<file path="src/scc_pkg.sv">
// Constants for the system clock source controller.
// Assumes a classic Wishbone slave with 32-bit data and one clock domain.
package scc_pkg;
  localparam logic [7:0] ADR_CLOCK_CONTROL = 8'hc6;
  localparam logic [7:0] ADR_SLEEP_CONTROL = 8'hbe;
  localparam logic [7:0] CLOCK_CONTROL_RST = 8'hc9;
  localparam int BIT_SLOW_SEL = 7;
  localparam int BIT_SYS_SEL = 6;
  localparam int BIT_XTAL_STB = 6;
  localparam int BIT_RC_STB = 5;
  localparam int BIT_PD = 2;
  localparam logic [1:0] MODE_IDLE = 2'h0;
  localparam logic [1:0] MODE_DEEPEST = 2'h3;
  localparam int CLK_MHZ = 100;
  localparam int FIRST_CAL_US = 2000;
  localparam int LATER_CAL_US = 130;
  localparam int FIRST_CAL_CYC = FIRST_CAL_US * CLK_MHZ;
  localparam int LATER_CAL_CYC = LATER_CAL_US * CLK_MHZ;
  localparam int RC_CAL_CYC = 64;
  localparam int DIV_PLAIN = 750;
  localparam int DIV_USB = 1500;
endpackage

</file>
<file path="src/scc_ctrl.sv">
// System clock source controller: register file, source handover, calibration sequencing.
// Assumes oscillator stable inputs come from analog cells and are asynchronous.
//
// Local design decision: the Wishbone slave port.
`timescale 1ns/1ps
module scc_ctrl #(
  parameter bit USB_VARIANT = 1'b0,
  parameter int FIRST_CAL = scc_pkg::FIRST_CAL_CYC,
  parameter int LATER_CAL = scc_pkg::LATER_CAL_CYC
) (
  input wire logic clk_i,
  input wire logic rst_i,
  input wire logic wb_cyc_i,
  input wire logic wb_stb_i,
  input wire logic wb_we_i,
  input wire logic [7:0] wb_adr_i,
  input wire logic [3:0] wb_sel_i,
  input wire logic [31:0] wb_dat_i,
  output logic [31:0] wb_dat_o,
  output logic wb_ack_o,
  input wire logic xtal_ready_i,
  input wire logic rc_ready_i,
  input wire logic sleep_enter_i,
  input wire logic wake_i,
  input wire logic deep_state_i,
  output logic xtal_en_o,
  output logic rc_en_o,
  output logic rc_cal_o,
  output logic slow_xtal_en_o,
  output logic slow_rc_en_o,
  output logic slow_cal_o,
  output logic sys_from_rc_o,
  output logic [11:0] slow_div_o,
  output logic sleep_ok_o,
  output logic [1:0] mode_o
);
  import scc_pkg::*;

  typedef enum logic [1:0] {SCC_IDLE, SCC_FIRST, SCC_LATER} scc_cal_e;

  logic [7:0] clock_control_reg_ff, nxt_clock_control_reg;
  logic [1:0] mode_ff, nxt_mode;
  logic pd_ff, nxt_pd;
  logic pd_pend_ff, nxt_pd_pend;
  logic cur_rc_ff, nxt_cur_rc;
  logic rccal_ff, nxt_rccal;
  logic [7:0] rccnt_ff, nxt_rccnt;
  logic wake_cal_ff, nxt_wake_cal;
  logic ack_ff, nxt_ack;
  logic [31:0] dat_ff, nxt_dat;
  scc_cal_e cal_ff, nxt_cal;
  logic [31:0] calcnt_ff, nxt_calcnt;
  logic first_done_ff, nxt_first_done;
  logic [1:0] xs_ff, rs_ff;
  logic xtal_stb, rc_stb, wr, rd, sel_toggle, sys_xtal;

  // Two-flop synchronisers for analog ready flags
  always_ff @(posedge clk_i) begin
    if (rst_i) begin
      xs_ff <= 2'h0;
      rs_ff <= 2'h0;
    end else begin
      xs_ff <= {xs_ff[0], xtal_ready_i & xtal_en_o};
      rs_ff <= {rs_ff[0], rc_ready_i & rc_en_o};
    end
  end
  assign xtal_stb = xs_ff[1];
  assign rc_stb = rs_ff[1];

  assign wr = wb_cyc_i & wb_stb_i & wb_we_i & ~ack_ff & wb_sel_i[0];
  assign rd = wb_cyc_i & wb_stb_i & ~ack_ff;
  assign sys_xtal = ~clock_control_reg_ff[BIT_SYS_SEL];
  assign sel_toggle = wr && wb_adr_i == ADR_CLOCK_CONTROL &&
                      wb_dat_i[BIT_SYS_SEL] != clock_control_reg_ff[BIT_SYS_SEL];

  always_comb begin
    nxt_clock_control_reg = clock_control_reg_ff;
    nxt_mode = mode_ff;
    nxt_pd = pd_ff;
    nxt_pd_pend = pd_pend_ff;
    nxt_ack = rd;
    nxt_dat = 32'h0;
    if (wr && wb_adr_i == ADR_CLOCK_CONTROL) begin
      nxt_clock_control_reg = wb_dat_i[7:0];
    end
    if (wr && wb_adr_i == ADR_SLEEP_CONTROL) begin
      nxt_mode = wb_dat_i[1:0];
      if (wb_dat_i[BIT_PD] && (rccal_ff || cal_ff != SCC_IDLE)) begin
        nxt_pd_pend = 1'b1;
      end else begin
        nxt_pd = wb_dat_i[BIT_PD];
        nxt_pd_pend = 1'b0;
      end
    end
    if (!rccal_ff && cal_ff == SCC_IDLE && pd_pend_ff) begin
      nxt_pd = 1'b1;
      nxt_pd_pend = 1'b0;
    end
    if (sel_toggle) begin
      nxt_pd = 1'b0;
      nxt_pd_pend = 1'b0;
    end
    if (sleep_enter_i) begin
      nxt_mode = MODE_IDLE;
    end
    if (rd && !wb_we_i) begin
      if (wb_adr_i == ADR_CLOCK_CONTROL) begin
        nxt_dat = {24'h0, clock_control_reg_ff};
      end else if (wb_adr_i == ADR_SLEEP_CONTROL) begin
        nxt_dat = {25'h0, xtal_stb, rc_stb, 2'h0, pd_ff, mode_ff};
      end
    end
  end

  always_ff @(posedge clk_i) begin
    if (rst_i) begin
      clock_control_reg_ff <= CLOCK_CONTROL_RST;
      mode_ff <= MODE_IDLE;
      pd_ff <= 1'b1;
      pd_pend_ff <= 1'b0;
      ack_ff <= 1'b0;
      dat_ff <= 32'h0;
    end else begin
      clock_control_reg_ff <= nxt_clock_control_reg;
      mode_ff <= nxt_mode;
      pd_ff <= nxt_pd;
      pd_pend_ff <= nxt_pd_pend;
      ack_ff <= nxt_ack;
      dat_ff <= nxt_dat;
    end
  end
  assign wb_ack_o = ack_ff;
  assign wb_dat_o = dat_ff;
  assign mode_o = mode_ff;

  // Source handover and fast RC calibration; switch back to RC waits on slow calibration
  always_comb begin
    nxt_cur_rc = cur_rc_ff;
    nxt_rccal = rccal_ff;
    nxt_rccnt = rccnt_ff;
    nxt_wake_cal = wake_cal_ff;
    if (sleep_enter_i && sys_xtal) begin
      nxt_wake_cal = 1'b1;
    end
    if (sys_xtal && cur_rc_ff && xtal_stb) begin
      nxt_cur_rc = 1'b0;
      nxt_rccal = 1'b1;
      nxt_rccnt = 8'h0;
    end else if (!sys_xtal && !cur_rc_ff && rc_stb && cal_ff == SCC_IDLE) begin
      nxt_cur_rc = 1'b1;
    end
    if (wake_i && wake_cal_ff && sys_xtal) begin
      nxt_rccal = 1'b1;
      nxt_rccnt = 8'h0;
      nxt_wake_cal = 1'b0;
    end
    if (rccal_ff) begin
      nxt_rccnt = rccnt_ff + 8'h1;
      if (rccnt_ff == 8'(RC_CAL_CYC - 1)) begin
        nxt_rccal = 1'b0;
      end
    end
  end

  always_ff @(posedge clk_i) begin
    if (rst_i) begin
      cur_rc_ff <= 1'b1;
      rccal_ff <= 1'b0;
      rccnt_ff <= 8'h0;
      wake_cal_ff <= 1'b0;
    end else begin
      cur_rc_ff <= nxt_cur_rc;
      rccal_ff <= nxt_rccal;
      rccnt_ff <= nxt_rccnt;
      wake_cal_ff <= nxt_wake_cal;
    end
  end

  // Continuous slow RC calibration
  always_comb begin
    nxt_cal = cal_ff;
    nxt_calcnt = calcnt_ff;
    nxt_first_done = first_done_ff;
    if (cur_rc_ff) begin
      nxt_first_done = 1'b0;
    end
    case (cal_ff)
      SCC_IDLE: begin
        if (!cur_rc_ff && xtal_stb && !deep_state_i && clock_control_reg_ff[BIT_SLOW_SEL] && sys_xtal) begin
          nxt_cal = first_done_ff ? SCC_LATER : SCC_FIRST;
          nxt_calcnt = 32'h0;
        end
      end
      SCC_FIRST, SCC_LATER: begin
        nxt_calcnt = calcnt_ff + 32'h1;
        if (calcnt_ff >= 32'((cal_ff == SCC_FIRST ? FIRST_CAL : LATER_CAL) - 1)) begin
          nxt_cal = SCC_IDLE;
          nxt_first_done = 1'b1;
        end
      end
      default: nxt_cal = SCC_IDLE;
    endcase
  end

  always_ff @(posedge clk_i) begin
    if (rst_i) begin
      cal_ff <= SCC_IDLE;
      calcnt_ff <= 32'h0;
      first_done_ff <= 1'b0;
    end else begin
      cal_ff <= nxt_cal;
      calcnt_ff <= nxt_calcnt;
      first_done_ff <= nxt_first_done;
    end
  end

  // unselected oscillator stays up while powerdown is 0; the RC also stays up during fast calibration
  assign xtal_en_o = sys_xtal | ~cur_rc_ff | ~pd_ff;
  assign rc_en_o = ~sys_xtal | cur_rc_ff | ~pd_ff | rccal_ff;
  assign rc_cal_o = rccal_ff;
  assign sys_from_rc_o = cur_rc_ff; // mux flips on one registered edge only
  assign slow_rc_en_o = clock_control_reg_ff[BIT_SLOW_SEL];
  assign slow_xtal_en_o = ~clock_control_reg_ff[BIT_SLOW_SEL];
  assign slow_cal_o = cal_ff != SCC_IDLE;
  assign slow_div_o = USB_VARIANT ? 12'(DIV_USB) : 12'(DIV_PLAIN);
  assign sleep_ok_o = cal_ff == SCC_IDLE;

  a_deep_clear: assert property (@(posedge clk_i) disable iff (rst_i)
    sleep_enter_i |=> mode_ff == MODE_IDLE) else $error("mode not cleared");
  a_hold_source: assert property (@(posedge clk_i) disable iff (rst_i)
    (cur_rc_ff && !xtal_stb) |=> cur_rc_ff) else $error("switched early");
  a_pd_toggle: assert property (@(posedge clk_i) disable iff (rst_i)
    sel_toggle |=> !pd_ff) else $error("powerdown kept");
  a_slow_excl: assert property (@(posedge clk_i) disable iff (rst_i)
    !(slow_rc_en_o && slow_xtal_en_o)) else $error("both slow on");
  a_cal_on_xtal: assert property (@(posedge clk_i) disable iff (rst_i)
    $rose(rccal_ff) |-> !cur_rc_ff) else $error("fast cal off crystal");
  a_slow_cal_xtal: assert property (@(posedge clk_i) disable iff (rst_i)
    $rose(slow_cal_o) |-> $past(xtal_stb)) else $error("slow cal unstable");
  a_back_waits: assert property (@(posedge clk_i) disable iff (rst_i)
    $rose(cur_rc_ff) |-> $past(cal_ff) == SCC_IDLE) else $error("switch in cal");
  a_pd_unsel: assert property (@(posedge clk_i) disable iff (rst_i)
    (pd_ff && !cur_rc_ff && sys_xtal && !rccal_ff) |-> !rc_en_o) else $error("rc on");
  c_to_xtal: cover property (@(posedge clk_i) $fell(cur_rc_ff));
  c_to_rc: cover property (@(posedge clk_i) $rose(cur_rc_ff));
  c_slow_cal: cover property (@(posedge clk_i) $fell(slow_cal_o));
endmodule

</file>
<file path="config.mk">
export PLATFORM = sky130hd
export DESIGN_NAME = scc_ctrl
export DESIGN_NICKNAME = d
export VERILOG_FILES = /design/src/scc_pkg.sv /design/src/scc_ctrl.sv
export SDC_FILE = /design/constraint.sdc
export NUM_CORES = 1
export LEC_CHECK = 0
export BUFFER_PORTS_ARGS = -buffer_cell sky130_fd_sc_hd__buf_4
export CORE_MARGIN = 4
export CORE_UTILIZATION = 41
export DETAILED_ROUTE_END_ITERATION = 12
export PLACE_DENSITY_LB_ADDON = 0.1
export SLEW_MARGIN = 40
export SYNTH_ARGS = -nofsm -noshare
export SYNTH_HDL_FRONTEND = slang
export SYNTH_SLANG_ARGS = --single-unit
export TNS_END_PERCENT = 50
</file>
<file path="constraint.sdc">
create_clock -name clk_i -period 2.6 [get_ports clk_i]
set_clock_uncertainty 0.2 [all_clocks]
set_input_delay 0.39 -clock clk_i [delete_from_list [all_inputs] [get_ports clk_i]]
set_output_delay 0.39 -clock clk_i [all_outputs]
set_load 0.02 [all_outputs]
</file>
==> results of run 1 <==
==> cells in the final DEF (no fill, tap or decap), drive strengths merged, types with 5 or more instances in the layout <==
cell type  count
mux2i         13
nand3         20
buf           61
nor3          12
clkbuf         9
conb          36
o21ai         12
and3           9
dfxtp         71
xor2          21
or3            5
nor4           5
ha            12
nand4         11
inv           17
nand2         23
xnor2         14
a21oi         13
nor2          62
a22oi          6
==> path summary, 6_finish.rpt <==
| path | start | to | slack [ns] |
|---|---|---|---|
| min reg2reg | xs_ff[0]$_SDFF_PP0_ | xs_ff[1]$_SDFF_PP0_ | 0.24 |
| max reg2reg | cal_ff[1]$_SDFFE_PP0P_ | cal_ff[0]$_SDFFE_PP0P_ | 0.17 |
| min | sleep_enter_i | mode_o[0]$_SDFFE_PP0P_ | 0.02 |
| max | cal_ff[1]$_SDFFE_PP0P_ | cal_ff[0]$_SDFFE_PP0P_ | 0.17 |
==> critical path, stage by stage, from the launching register on <==
cell       delay (ns)
dfxtp_1          0.32
inv_1            0.09
ha_2             0.18
inv_1            0.08
buf_4            0.17
ha_1             0.29
and3b_1          0.17
o21ai_0          0.14
o2bb2ai_1        0.13
a21oi_1          0.10
o31a_2           0.32
mux2i_1          0.12
==> power breakdown <==
part,internal (uW),switching [uW]
Clock,444,436
Sequential,1090,0.835
Combinational,34.3,78.1
Total,1570,515
==> metal layers <==
| layer | vias to the layer above | wire [um] |
|---|---|---|
| li1 | 1486 | - |
| met1 | 1359 | 3660 |
| met2 | 45 | 3680 |
| met3 | 7 | 300 |
| met4 | 0 | 76 |
| met5 | - | 0 |
==> stage by stage <==
step                      total power [uW]  setup slack (ns)  util [%]
after floorplan                       1220            0.0617         -
after global placement                1230             0.217      46.6
after detailed placement              1230             0.145      46.6
after CTS                             2110            0.0801      48.9
after global routing                  2170           0.00313      49.1
final                                 2080             0.170      49.1
==> cell type report <==
type	instances	area, um^2	area share [%]
sequential	71	1420	33.2
multi-input combinational	317	2000	46.7
tap	108	135	3.16
inverter	16	60.1	1.40
clock inverter	7	72.6	1.69
clock buffer	9	124	2.89
timing repair buffer	61	470	11.0
==> sequential cells by signal (all words and copies together), names as in the netlist <==
signal / flops
mode_o: 2
rccnt_ff: 8
calcnt_ff: 32
wb_ack_o: 1
first_done_ff: 1
cal_ff: 2
wb_dat_o: 8
rs_ff: 2
pd_pend_ff: 1
rc_cal_o: 1
pd_ff: 1
xs_ff: 2
wake_cal_ff: 1
sys_from_rc_o: 1
clock_control_reg_ff: 8
==> kinds of logic (layout without fill, tap and decap cells) <==
family                   count (synthesis)  count (layout)  share of synthesized area, %
buffers and inverters                   65              93                          10.7
multiplexers                            13              13                          3.55
XOR/XNOR                                35              35                          8.37
AND/OR/NAND/NOR                        173             173                          25.2
flip-flops                              71              71                          38.8
AO/OA/AOI/OAI                           48              48                          9.05
other                                    2              36                         0.205
adder cells (fa/ha/maj)                 12              12                          4.10
==> metrics.md, run 1 <==
| Metric | Value |
|---|---|
| Worst-path clk slew | `0.08 ns` |
| CP Max Fanout | `6` |
| Final Instance Area | `4280 um^2` |
| Die X | `103 um` |
| Status | `finished, final reports clean` |
| Fillers | `863` |
| CTS Sinks | `71` |
| Layout cells sized above 1 | `19.3%` |
| Synth area leader | `dfxtp_1` |
| Final #Nets | `542` |
| DRT Pass-1 Iters | `4` |
| Setup tns final | `0 ns` |
| Post-Place Cells | `573` |
| Worst hold path class | `input port to flip-flop` |
| Buffers on Ports | `45` |
| Vias | `2897` |
| Post-CTS Setup Inserts | `0` |
| EDFF count, synth | `0` |
| Worst EP required | `2.64 ns` |
| Starting Density | `42.0%` |
| Avg Cell Area, Syn | `8.74 um^2` |
| Remaining DRCs | `0` |
| Synthesized netlist cell count | `419` |
| CTS tree | `built` |
| Sequential area share after synthesis | `38.8%` |
| M2 GR Usage | `25.0%` |
| Yosys warns | `0` |
| First-pass GRT wire length | `13.1 mm` |
| Fin cells | `589` |
| GP Congestion | `0.758` |
| Async SR Flop Fraction | `0%` |
| Reg2Reg Depth | `11` |
| Die Ht | `103 um` |
| Remaining Overflow, GRT | `0` |
| Yosys cell types | `54` |
| Final period util | `93.5%` |
| Synth Cell Area | `3660 um^2` |
| GRT Util Overall | `15.7%` |
| Routed len/inst | `13.1 um` |
| Worst vdd ir | `0.000263 V` |
| RSZ-0062 raised after global routing | `no` |
| Top-count cell post-synth | `dfxtp_1` |
| Routed Antenna Nets | `0` |
| WS Path Type | `flip-flop to flip-flop` |
| Top post-synthesis cells by area | `dfxtp_1, buf_4, nor2_1` |
| 1st-iter DRT viols | `89` |
| CTS Root Buffer Type | `clkbuf_8` |
| N_diodes | `0` |
| Area after DPL | `4060 um^2` |
| Met1 Use GR | `20.8%` |
| H-tree depth | `3` |
| Final setup vio count | `0` |
| Largest net degree at the start of global routing | `25` |
| Yosys reg bits | `71` |
| Core ar. | `8720 um^2` |
| LEAKAGE | `0.00172 uW` |
| Crit path capture type | `flip-flop` |
| CP arrival | `2.47 ns` |
| Tmin final | `2.43 ns` |
| Setup crit start kind | `flip-flop` |
| Hold_ws | `0.0189 ns` |
| Vias per cell | `4.92` |
| Vias in the first global route | `2723` |
| Fin. Hold Viols | `0` |
| Met3 Use GR | `3.99%` |
| Initial antenna violation count | `0` |
| Placement Rows | `34` |
| Syn-to-layout area delta | `16.9%` |
| PostCTS Resize Cnt | `0` |
| Total Wirelength | `7.72 mm` |
| Fmax | `411 MHz` |
| Main synth FF type | `dfxtp_1` |
| Die ar. | `10500 um^2` |
| CTS buffer count | `9` |
| Worst Tran Pin Value | `0.697 ns` |
| CTS Buffer Depth | `2` |
| Area share of the largest cell type after synthesis | `38.8%` |
| GRT busiest layer | `met2` |
| Relative slew margins | `53.1%` |
| CTS Hold Bufs | `0` |
| Max_cap viols | `0` |
| Synth top cells by count | `dfxtp_1, nor2_1, buf_4` |
| P per Cell Area | `486 nW/um^2` |
| # IOs | `109` |
| Post-DP HPWL | `5.71 mm` |
| Worst hold path depth | `2` |
| Max-slew violations | `0` |
| Latest clock arrival within the worst-skew pair | `0.35 ns` |
No activity file was read; power rests on OpenSTA's default activity.
==> inputs of run 2 (changes only) <==
CORE_ASPECT_RATIO = 1.1   (was unset)
==> run 2 against run 1 <==
Against the previous run:
- utilization up 1.5 points
- non-clock buffer count increased by 1
- sequential power hardly changed
- highest routed layer unchanged
- final cell count is 0.68% higher
- sequential share of layout area is 0.33 points lower
- critical path depth shrank 1
==> metrics.md, run 2 (synthesized netlist as in run 1, its figures left out) <==
| Metric | Value |
|---|---|
| Status | `finished, final reports clean` |
| Tmin final | `2.47 ns (+0.0370 ns)` |
| Multi-input gate area | `1990 um^2 (-0.31%)` |
| Worst Tran Pin Value | `0.677 ns (-0.0195 ns)` |
| GP Congestion | `0.793 (+4.7%)` |
| Remaining DRCs | `0 (unchanged)` |
| Crit path from | `cal_ff[1]$_SDFFE_PP0P_` |
| Switching Power | `509 uW (-1.3%)` |
| N_diodes | `0 (unchanged)` |
| Vias per cell | `4.94 (+0.46%)` |
| Die Ht | `107 um (+4.5%)` |
| Comb power frac | `4.9% (-0.5 points)` |
| Switching share of power | `22.2% (-2.6 points)` |
| Vias in the first global route | `2830 (+3.9%)` |
| DRT Pass-1 Iters | `4 (unchanged)` |
| Relative slew margins | `54.4% (+1.3 points)` |
| Hold_ws | `0.0268 ns (+0.00797 ns)` |
| WS Path Type | `flip-flop to flip-flop` |
| Layout cells sized above 1 | `19.1% (-0.25 points)` |
| Latest clock arrival within the worst-skew pair | `0.34 ns (about the same)` |
| Worst-path clk slew | `0.08 ns (about the same)` |
| R2r setup slk | `0.13 ns (-0.04 ns)` |
| Fin. Hold Viols | `0 (unchanged)` |
| Fin cells | `593 (+0.68%)` |
| First-pass GRT wire length | `13.3 mm (+1.4%)` |
| Starting Density | `42.9% (+0.89 points)` |
| Worst r2r src | `cal_ff[1]$_SDFFE_PP0P_` |
| Total Wirelength | `7.87 mm (+1.9%)` |
| LEAKAGE | `0.00174 uW (+1.1%)` |
| H-tree depth | `3 (unchanged)` |
| # IOs | `109 (unchanged)` |
| Post-CTS Setup Inserts | `0 (unchanged)` |
| Top reg by flops | `calcnt_ff` |
| Die ar. | `10500 um^2 (about the same)` |
| Final period util | `94.9% (+1.4 points)` |
| CTS Root Buffer Type | `clkbuf_8` |
| Post-DP HPWL | `5.91 mm (+3.5%)` |
| Largest net degree at the start of global routing | `25 (unchanged)` |
| CP endpoint | `cal_ff[0]$_SDFFE_PP0P_` |
| Routed Antenna Nets | `0 (unchanged)` |
| Max_cap viols | `0 (unchanged)` |
| Fmax | `405 MHz (-1.5%)` |
| Max-slew violations | `0 (unchanged)` |
| CTS buffer count | `9 (unchanged)` |
| Fillers | `855 (-0.93%)` |
| Die X | `98.1 um (-4.3%)` |
| CP Max Fanout | `3 (-3)` |
| Core ar. | `8540 um^2 (-2.1%)` |
| Remaining Overflow, GRT | `0 (unchanged)` |
| P per Cell Area | `531 nW/um^2 (+9.2%)` |
| 1st-iter DRT viols | `89 (unchanged)` |
| Final #Nets | `543 (+0.18%)` |
| Placement Rows | `35 (+2.9%)` |
| Worst vdd ir | `0.000216 V (-18%)` |
| Routed len/inst | `13.3 um (+1.3%)` |
| CTS tree | `built` |
| CP arrival | `2.50 ns (+0.03 ns)` |
| CTS Sinks | `71 (unchanged)` |
| Initial antenna violation count | `0 (unchanged)` |
| Clock group share of total power | `47.7% (+5.4 points)` |
| Crit path capture type | `flip-flop` |
| Worst hold path class | `input port to flip-flop` |
| Syn-to-layout area delta | `18.1%` |
| Setup ws final | `0.133 ns (-0.0370 ns)` |
| CTS Buffer Depth | `2 (unchanged)` |
| Cell-internal power | `1790 uW (+14%)` |
| Vias | `2930 (+1.1%)` |
| Commonest non-fill, non-tap cell in the layout | `dfxtp_1` |
| Post-Place Cells | `577 (+0.70%)` |
| GRT Util Overall | `15.5% (-0.18 points)` |
| Setup crit start kind | `flip-flop` |
| Setup slack at placement | `0.120 ns (-0.0251 ns)` |
| Seq pwr share | `47.5% (-4.8 points)` |
| Max reg flops | `32 (unchanged)` |
| Final setup vio count | `0 (unchanged)` |
| Reg-to-Reg End | `cal_ff[0]$_SDFFE_PP0P_` |
| Register area | `1420 um^2 (unchanged)` |
| Buffers on Ports | `45 (unchanged)` |
| Most frequent cells in the layout | `dfxtp_1, nor2_1, buf_4` |
| Reg2Reg Depth | `10 (-1)` |
| Worst EP required | `2.63 ns (about the same)` |
## run 2: what timing repair did
action / in CTS / in global routing
gates resized for setup: 0 / 4
hold endpoints to repair: 0 / 0
hold buffers: 0 / 0
endpoints found under the setup margin: 0 / 2
## run 2: layer usage
| layer | GRT usage, % | vias up | wire length [um] |
|---|---|---|---|
| met4 | 4.45 | 0 | 92 |
| met2 | 27.1 | 54 | 3950 |
| met5 | 0 | - | 0 |
| li1 | - | 1489 | - |
| met3 | 3.84 | 9 | 293 |
| met1 | 18.9 | 1378 | 3530 |
## run 2: area by class of cell
cell class                 instances  share of cell area, %
multi-input combinational        317                   46.1
sequential                        71                   32.9
timing repair buffer              62                   10.8
clock buffer                      11                   3.27
tap                              111                   3.21
clock inverter                     5                   2.43
inverter                          16                   1.39
## run 2: per-stage QoR
step | power, uW | utilization [%] | TNS [ns] | area, um^2
6_report | 2300 | 50.7 | 0 | 4330
4_1_cts | 2320 | 50.5 | 0 | 4310
3_3_place_gp | 1230 | 47.6 | 0 | 4060
2_1_floorplan | 1220 | - | 0 | 3790
5_1_grt | 2370 | 50.7 | -0.00485 | 4330
3_5_place_dp | 1230 | 47.6 | 0 | 4060
## run 2: critical path, cell delays in order, from the launching register on
cell,delay (ns)
dfxtp_1,0.33
inv_1,0.07
ha_2,0.18
inv_1,0.12
ha_4,0.22
a31oi_1,0.18
o221ai_1,0.14
o221ai_1,0.20
nand4_1,0.17
o31a_2,0.43
mux2i_1,0.12
## run 2: power groups by stage
stage          Sequential (uW)  Combinational, uW  Clock (uW)
2_1_floorplan             1120                108           0
3_3_place_gp              1110                111           0
3_5_place_dp              1110                111           0
4_1_cts                   1090                112        1120
5_1_grt                   1090                122        1160
6_report                  1090                112        1090
## run 2: worst min-delay path by stage
stage	from	end	slack [ns]	cells past startpoint
5_1_grt	sleep_enter_i	mode_o[0]$_SDFFE_PP0P_	0.02	2
6_report	sleep_enter_i	mode_o[0]$_SDFFE_PP0P_	0.03	2
3_5_place_dp	xs_ff[0]$_SDFF_PP0_	xs_ff[1]$_SDFF_PP0_	0.22	1
3_3_place_gp	xs_ff[0]$_SDFF_PP0_	xs_ff[1]$_SDFF_PP0_	0.22	1
4_1_cts	sleep_enter_i	mode_o[1]$_SDFFE_PP0P_	0.02	2
2_1_floorplan	rs_ff[0]$_SDFF_PP0_	rs_ff[1]$_SDFF_PP0_	0.21	1
==> inputs of run 3 (changes only) <==
--- a/config.mk
+++ b/config.mk
@@ -10,3 +10,3 @@
 export CORE_MARGIN = 4
-export CORE_UTILIZATION = 41
+export CORE_UTILIZATION = 47
 export DETAILED_ROUTE_END_ITERATION = 12
--- a/constraint.sdc
+++ b/constraint.sdc
@@ -4,2 +4,2 @@
 set_output_delay 0.39 -clock clk_i [all_outputs]
-set_load 0.02 [all_outputs]
+set_load 0.05 [all_outputs]
==> run 3 against run 2 <==
Against the previous run:
- cell area up 0.81%
- register-to-register slack better by 0.099 ns
- die area down 12%
- utilization up 7.4 points
- highest routed layer unchanged
- worst hold slack better by 0.0047 ns
- clock power up 7%
- flip-flop and latch count unchanged
- combinational power up 61%
==> metrics.md, run 3 (synthesized netlist as in run 1, its figures left out) <==
| Metric | Value |
|---|---|
| Final #Nets | `544 (+0.18%)` |
| Layout cells sized above 1 | `20.3% (+1.2 points)` |
| Max stage delay on crit path | `0.33 ns (-0.10 ns)` |
| Setup crit start kind | `flip-flop` |
| Reg-to-Reg End | `cal_ff[0]$_SDFFE_PP0P_` |
| Worst Tran Pin Value | `0.628 ns (-0.0493 ns)` |
| CTS buffer count | `9 (unchanged)` |
| CP Max Fanout | `4 (+1)` |
| Hold wc startpoint | `sleep_enter_i` |
| Final period util | `91.1% (-3.8 points)` |
| Die ar. | `9270 um^2 (-12%)` |
| Vias per cell | `4.96 (+0.44%)` |
| First-pass GRT wire length | `13.1 mm (-1.7%)` |
| Final setup vio count | `0 (unchanged)` |
| Max-slew violations | `0 (unchanged)` |
| Fin cells | `588 (-0.84%)` |
| M2 GR Usage | `30.8% (+3.6 points)` |
| Worst Hold End | `mode_o[0]$_SDFFE_PP0P_` |
| Max reg flops | `32 (unchanged)` |
| Placement Rows | `33 (-5.7%)` |
| Most used cell, CP | `inv_2` |
| P per Cell Area | `560 nW/um^2 (+5.5%)` |
| Met3 Use GR | `3.29% (-0.55 points)` |
| N_diodes | `0 (unchanged)` |
| Vias in the first global route | `2793 (-1.3%)` |
| Latest clock arrival within the worst-skew pair | `0.34 ns (about the same)` |
| H-tree depth | `3 (unchanged)` |
| Fillers | `703 (-18%)` |
| Max_cap viols | `0 (unchanged)` |
| Largest net degree at the start of global routing | `25 (unchanged)` |
| CP arrival | `2.40 ns (-0.10 ns)` |
| CTS Hold Bufs | `0 (unchanged)` |
| Buffers on Ports | `45 (unchanged)` |
| Worst vdd ir | `0.000312 V (+45%)` |
| Tmin final | `2.37 ns (-0.0987 ns)` |
| GRT Util Overall | `17.5% (+2.0 points)` |
| Die Ht | `101 um (-6.1%)` |
| Syn-to-layout area delta | `19.1%` |
| Most frequent cells in the layout | `dfxtp_1, buf_4, nor2_1` |
| Worst-path clk slew | `0.08 ns (about the same)` |
| 1st-iter DRT viols | `91 (+2.2%)` |
| CTS Sinks | `71 (unchanged)` |
| Routed Antenna Nets | `0 (unchanged)` |
| R2r setup slk | `0.23 ns (+0.10 ns)` |
| Die X | `92.2 um (-6.1%)` |
| Slowest cell on crit path | `dfxtp_1` |
| Worst r2r src | `cal_ff[1]$_SDFFE_PP0P_` |
| GP Congestion | `0.769 (-3.1%)` |
| Vias | `2918 (-0.41%)` |
| Crit path capture type | `flip-flop` |
| # IOs | `109 (unchanged)` |
| CTS Root Buffer Type | `clkbuf_8` |
| Total Wirelength | `7.80 mm (-0.78%)` |
| Fin. Hold Viols | `0 (unchanged)` |
| Worst hold path class | `input port to flip-flop` |
| Routed len/inst | `13.3 um (about the same)` |
| WS Path Type | `flip-flop to flip-flop` |
| Post-Place Cells | `570 (-1.2%)` |
| Post-DP HPWL | `5.70 mm (-3.5%)` |
| Reg2Reg Depth | `11 (+1)` |
| Status | `finished, final reports clean` |
| Starting Density | `48.7% (+5.8 points)` |
| Worst hold path depth | `2 (unchanged)` |
| LEAKAGE | `0.00176 uW (+1.4%)` |
| Relative slew margins | `57.7% (+3.3 points)` |
| Commonest non-fill, non-tap cell in the layout | `dfxtp_1` |
| Worst path cell trace | `inv_2, ha_2, inv_2, buf_4, ha_1, and3b_1, o21ai_0, o2bb2ai_1, a21oi_1, o31a_2, mux2i_1` |
| Remaining Overflow, GRT | `0 (unchanged)` |
| CTS Buffer Depth | `2 (unchanged)` |
| RSZ-0062 raised after global routing | `no` |
| Worst EP required | `2.63 ns (about the same)` |
| DRT Pass-1 Iters | `4 (unchanged)` |
| Setup tns final | `0 ns (unchanged)` |
| GRT busiest layer | `met2` |
| Remaining DRCs | `0 (unchanged)` |
| CTS tree | `built` |
| Overall power | `2440 uW (+6.3%)` |
| Core ar. | `7510 um^2 (-12%)` |
| Initial antenna violation count | `0 (unchanged)` |
| Fmax | `422 MHz (+4.2%)` |
| Top reg by flops | `calcnt_ff` |
| Met1 Use GR | `21.2% (+2.4 points)` |
-- run 3: cell count changes in the layout (fill, tap and decap cells not counted), moves of 2 or more --
cell        change
clkinvlp_4      -2
ha_1            -2
inv_1           -2
inv_2           +2
-- run 3: metal layers --
layer / share of wire, % / vias to the layer above / routed length [um]
li1: - / 1497 / -
met1: 44 / 1359 / 3410
met2: 52 / 49 / 4020
met3: 3.0 / 13 / 235
met4: 1.8 / 0 / 138
met5: 0 / - / 0
-- run 3: how the worst max path moves through the flow --
stage / start / depth (start not counted) / end
5_1_grt: cal_ff[1]$_SDFFE_PP0P_ / 11 / cal_ff[0]$_SDFFE_PP0P_
4_1_cts: cal_ff[1]$_SDFFE_PP0P_ / 10 / cal_ff[0]$_SDFFE_PP0P_
3_3_place_gp: cal_ff[1]$_SDFFE_PP0P_ / 10 / cal_ff[1]$_SDFFE_PP0P_
2_1_floorplan: cal_ff[1]$_SDFFE_PP0P_ / 11 / cal_ff[1]$_SDFFE_PP0P_
3_5_place_dp: cal_ff[1]$_SDFFE_PP0P_ / 10 / cal_ff[0]$_SDFFE_PP0P_
6_report: cal_ff[1]$_SDFFE_PP0P_ / 11 / cal_ff[0]$_SDFFE_PP0P_
-- run 3: repair_timing --
item | in CTS | in global routing
gates resized for setup | 0 | 7
endpoints found under the hold margin | 0 | 0
setup buffers | 0 | 2
setup endpoints to repair | 0 | 2
-- run 3: where the power goes --
part / switching, uW / leakage (uW) / internal (uW)
sequential: 0.946 / 0.000573 / 1090
clock: 434 / 0.000134 / 738
combinational: 147 / 0.00105 / 33.3
total: 581 / 0.00176 / 1860
-- run 3: per-stage QoR --
step,worst slack [ns],util (%),cell area [um^2],hold WS [ns]
final,0.231,58.0,4360,0.0315
after CTS,0.0496,57.4,4320,0.0202
after global placement,0.160,53.9,4050,0.221
after global routing,0.0307,58.0,4360,0.0255
after detailed placement,0.0749,53.9,4050,0.223
after floorplan,0.0582,-,3790,0.214
-- run 3: critical path, delay by kind of cell (launching register included) --
kind            cells  cell delay, ns
compound gates      4            0.71
fa+ha+maj           2            0.46
flops               1            0.33
buf+inv             3            0.28
simple gates        1            0.16
mux                 1            0.12
-- run 3: area by class of cell --
| cell class | count | area, um^2 | area share, % |
|---|---|---|---|
| Sequential cell | 71 | 1420 | 32.6 |
| Clock inverter | 7 | 143 | 3.27 |
| Inverter | 16 | 60.1 | 1.38 |
| Clock buffer | 9 | 124 | 2.84 |
| Multi-Input combinational cell | 317 | 2010 | 46.0 |
| Timing Repair Buffer | 63 | 473 | 10.8 |
| Tap cell | 105 | 131 | 3.01 |
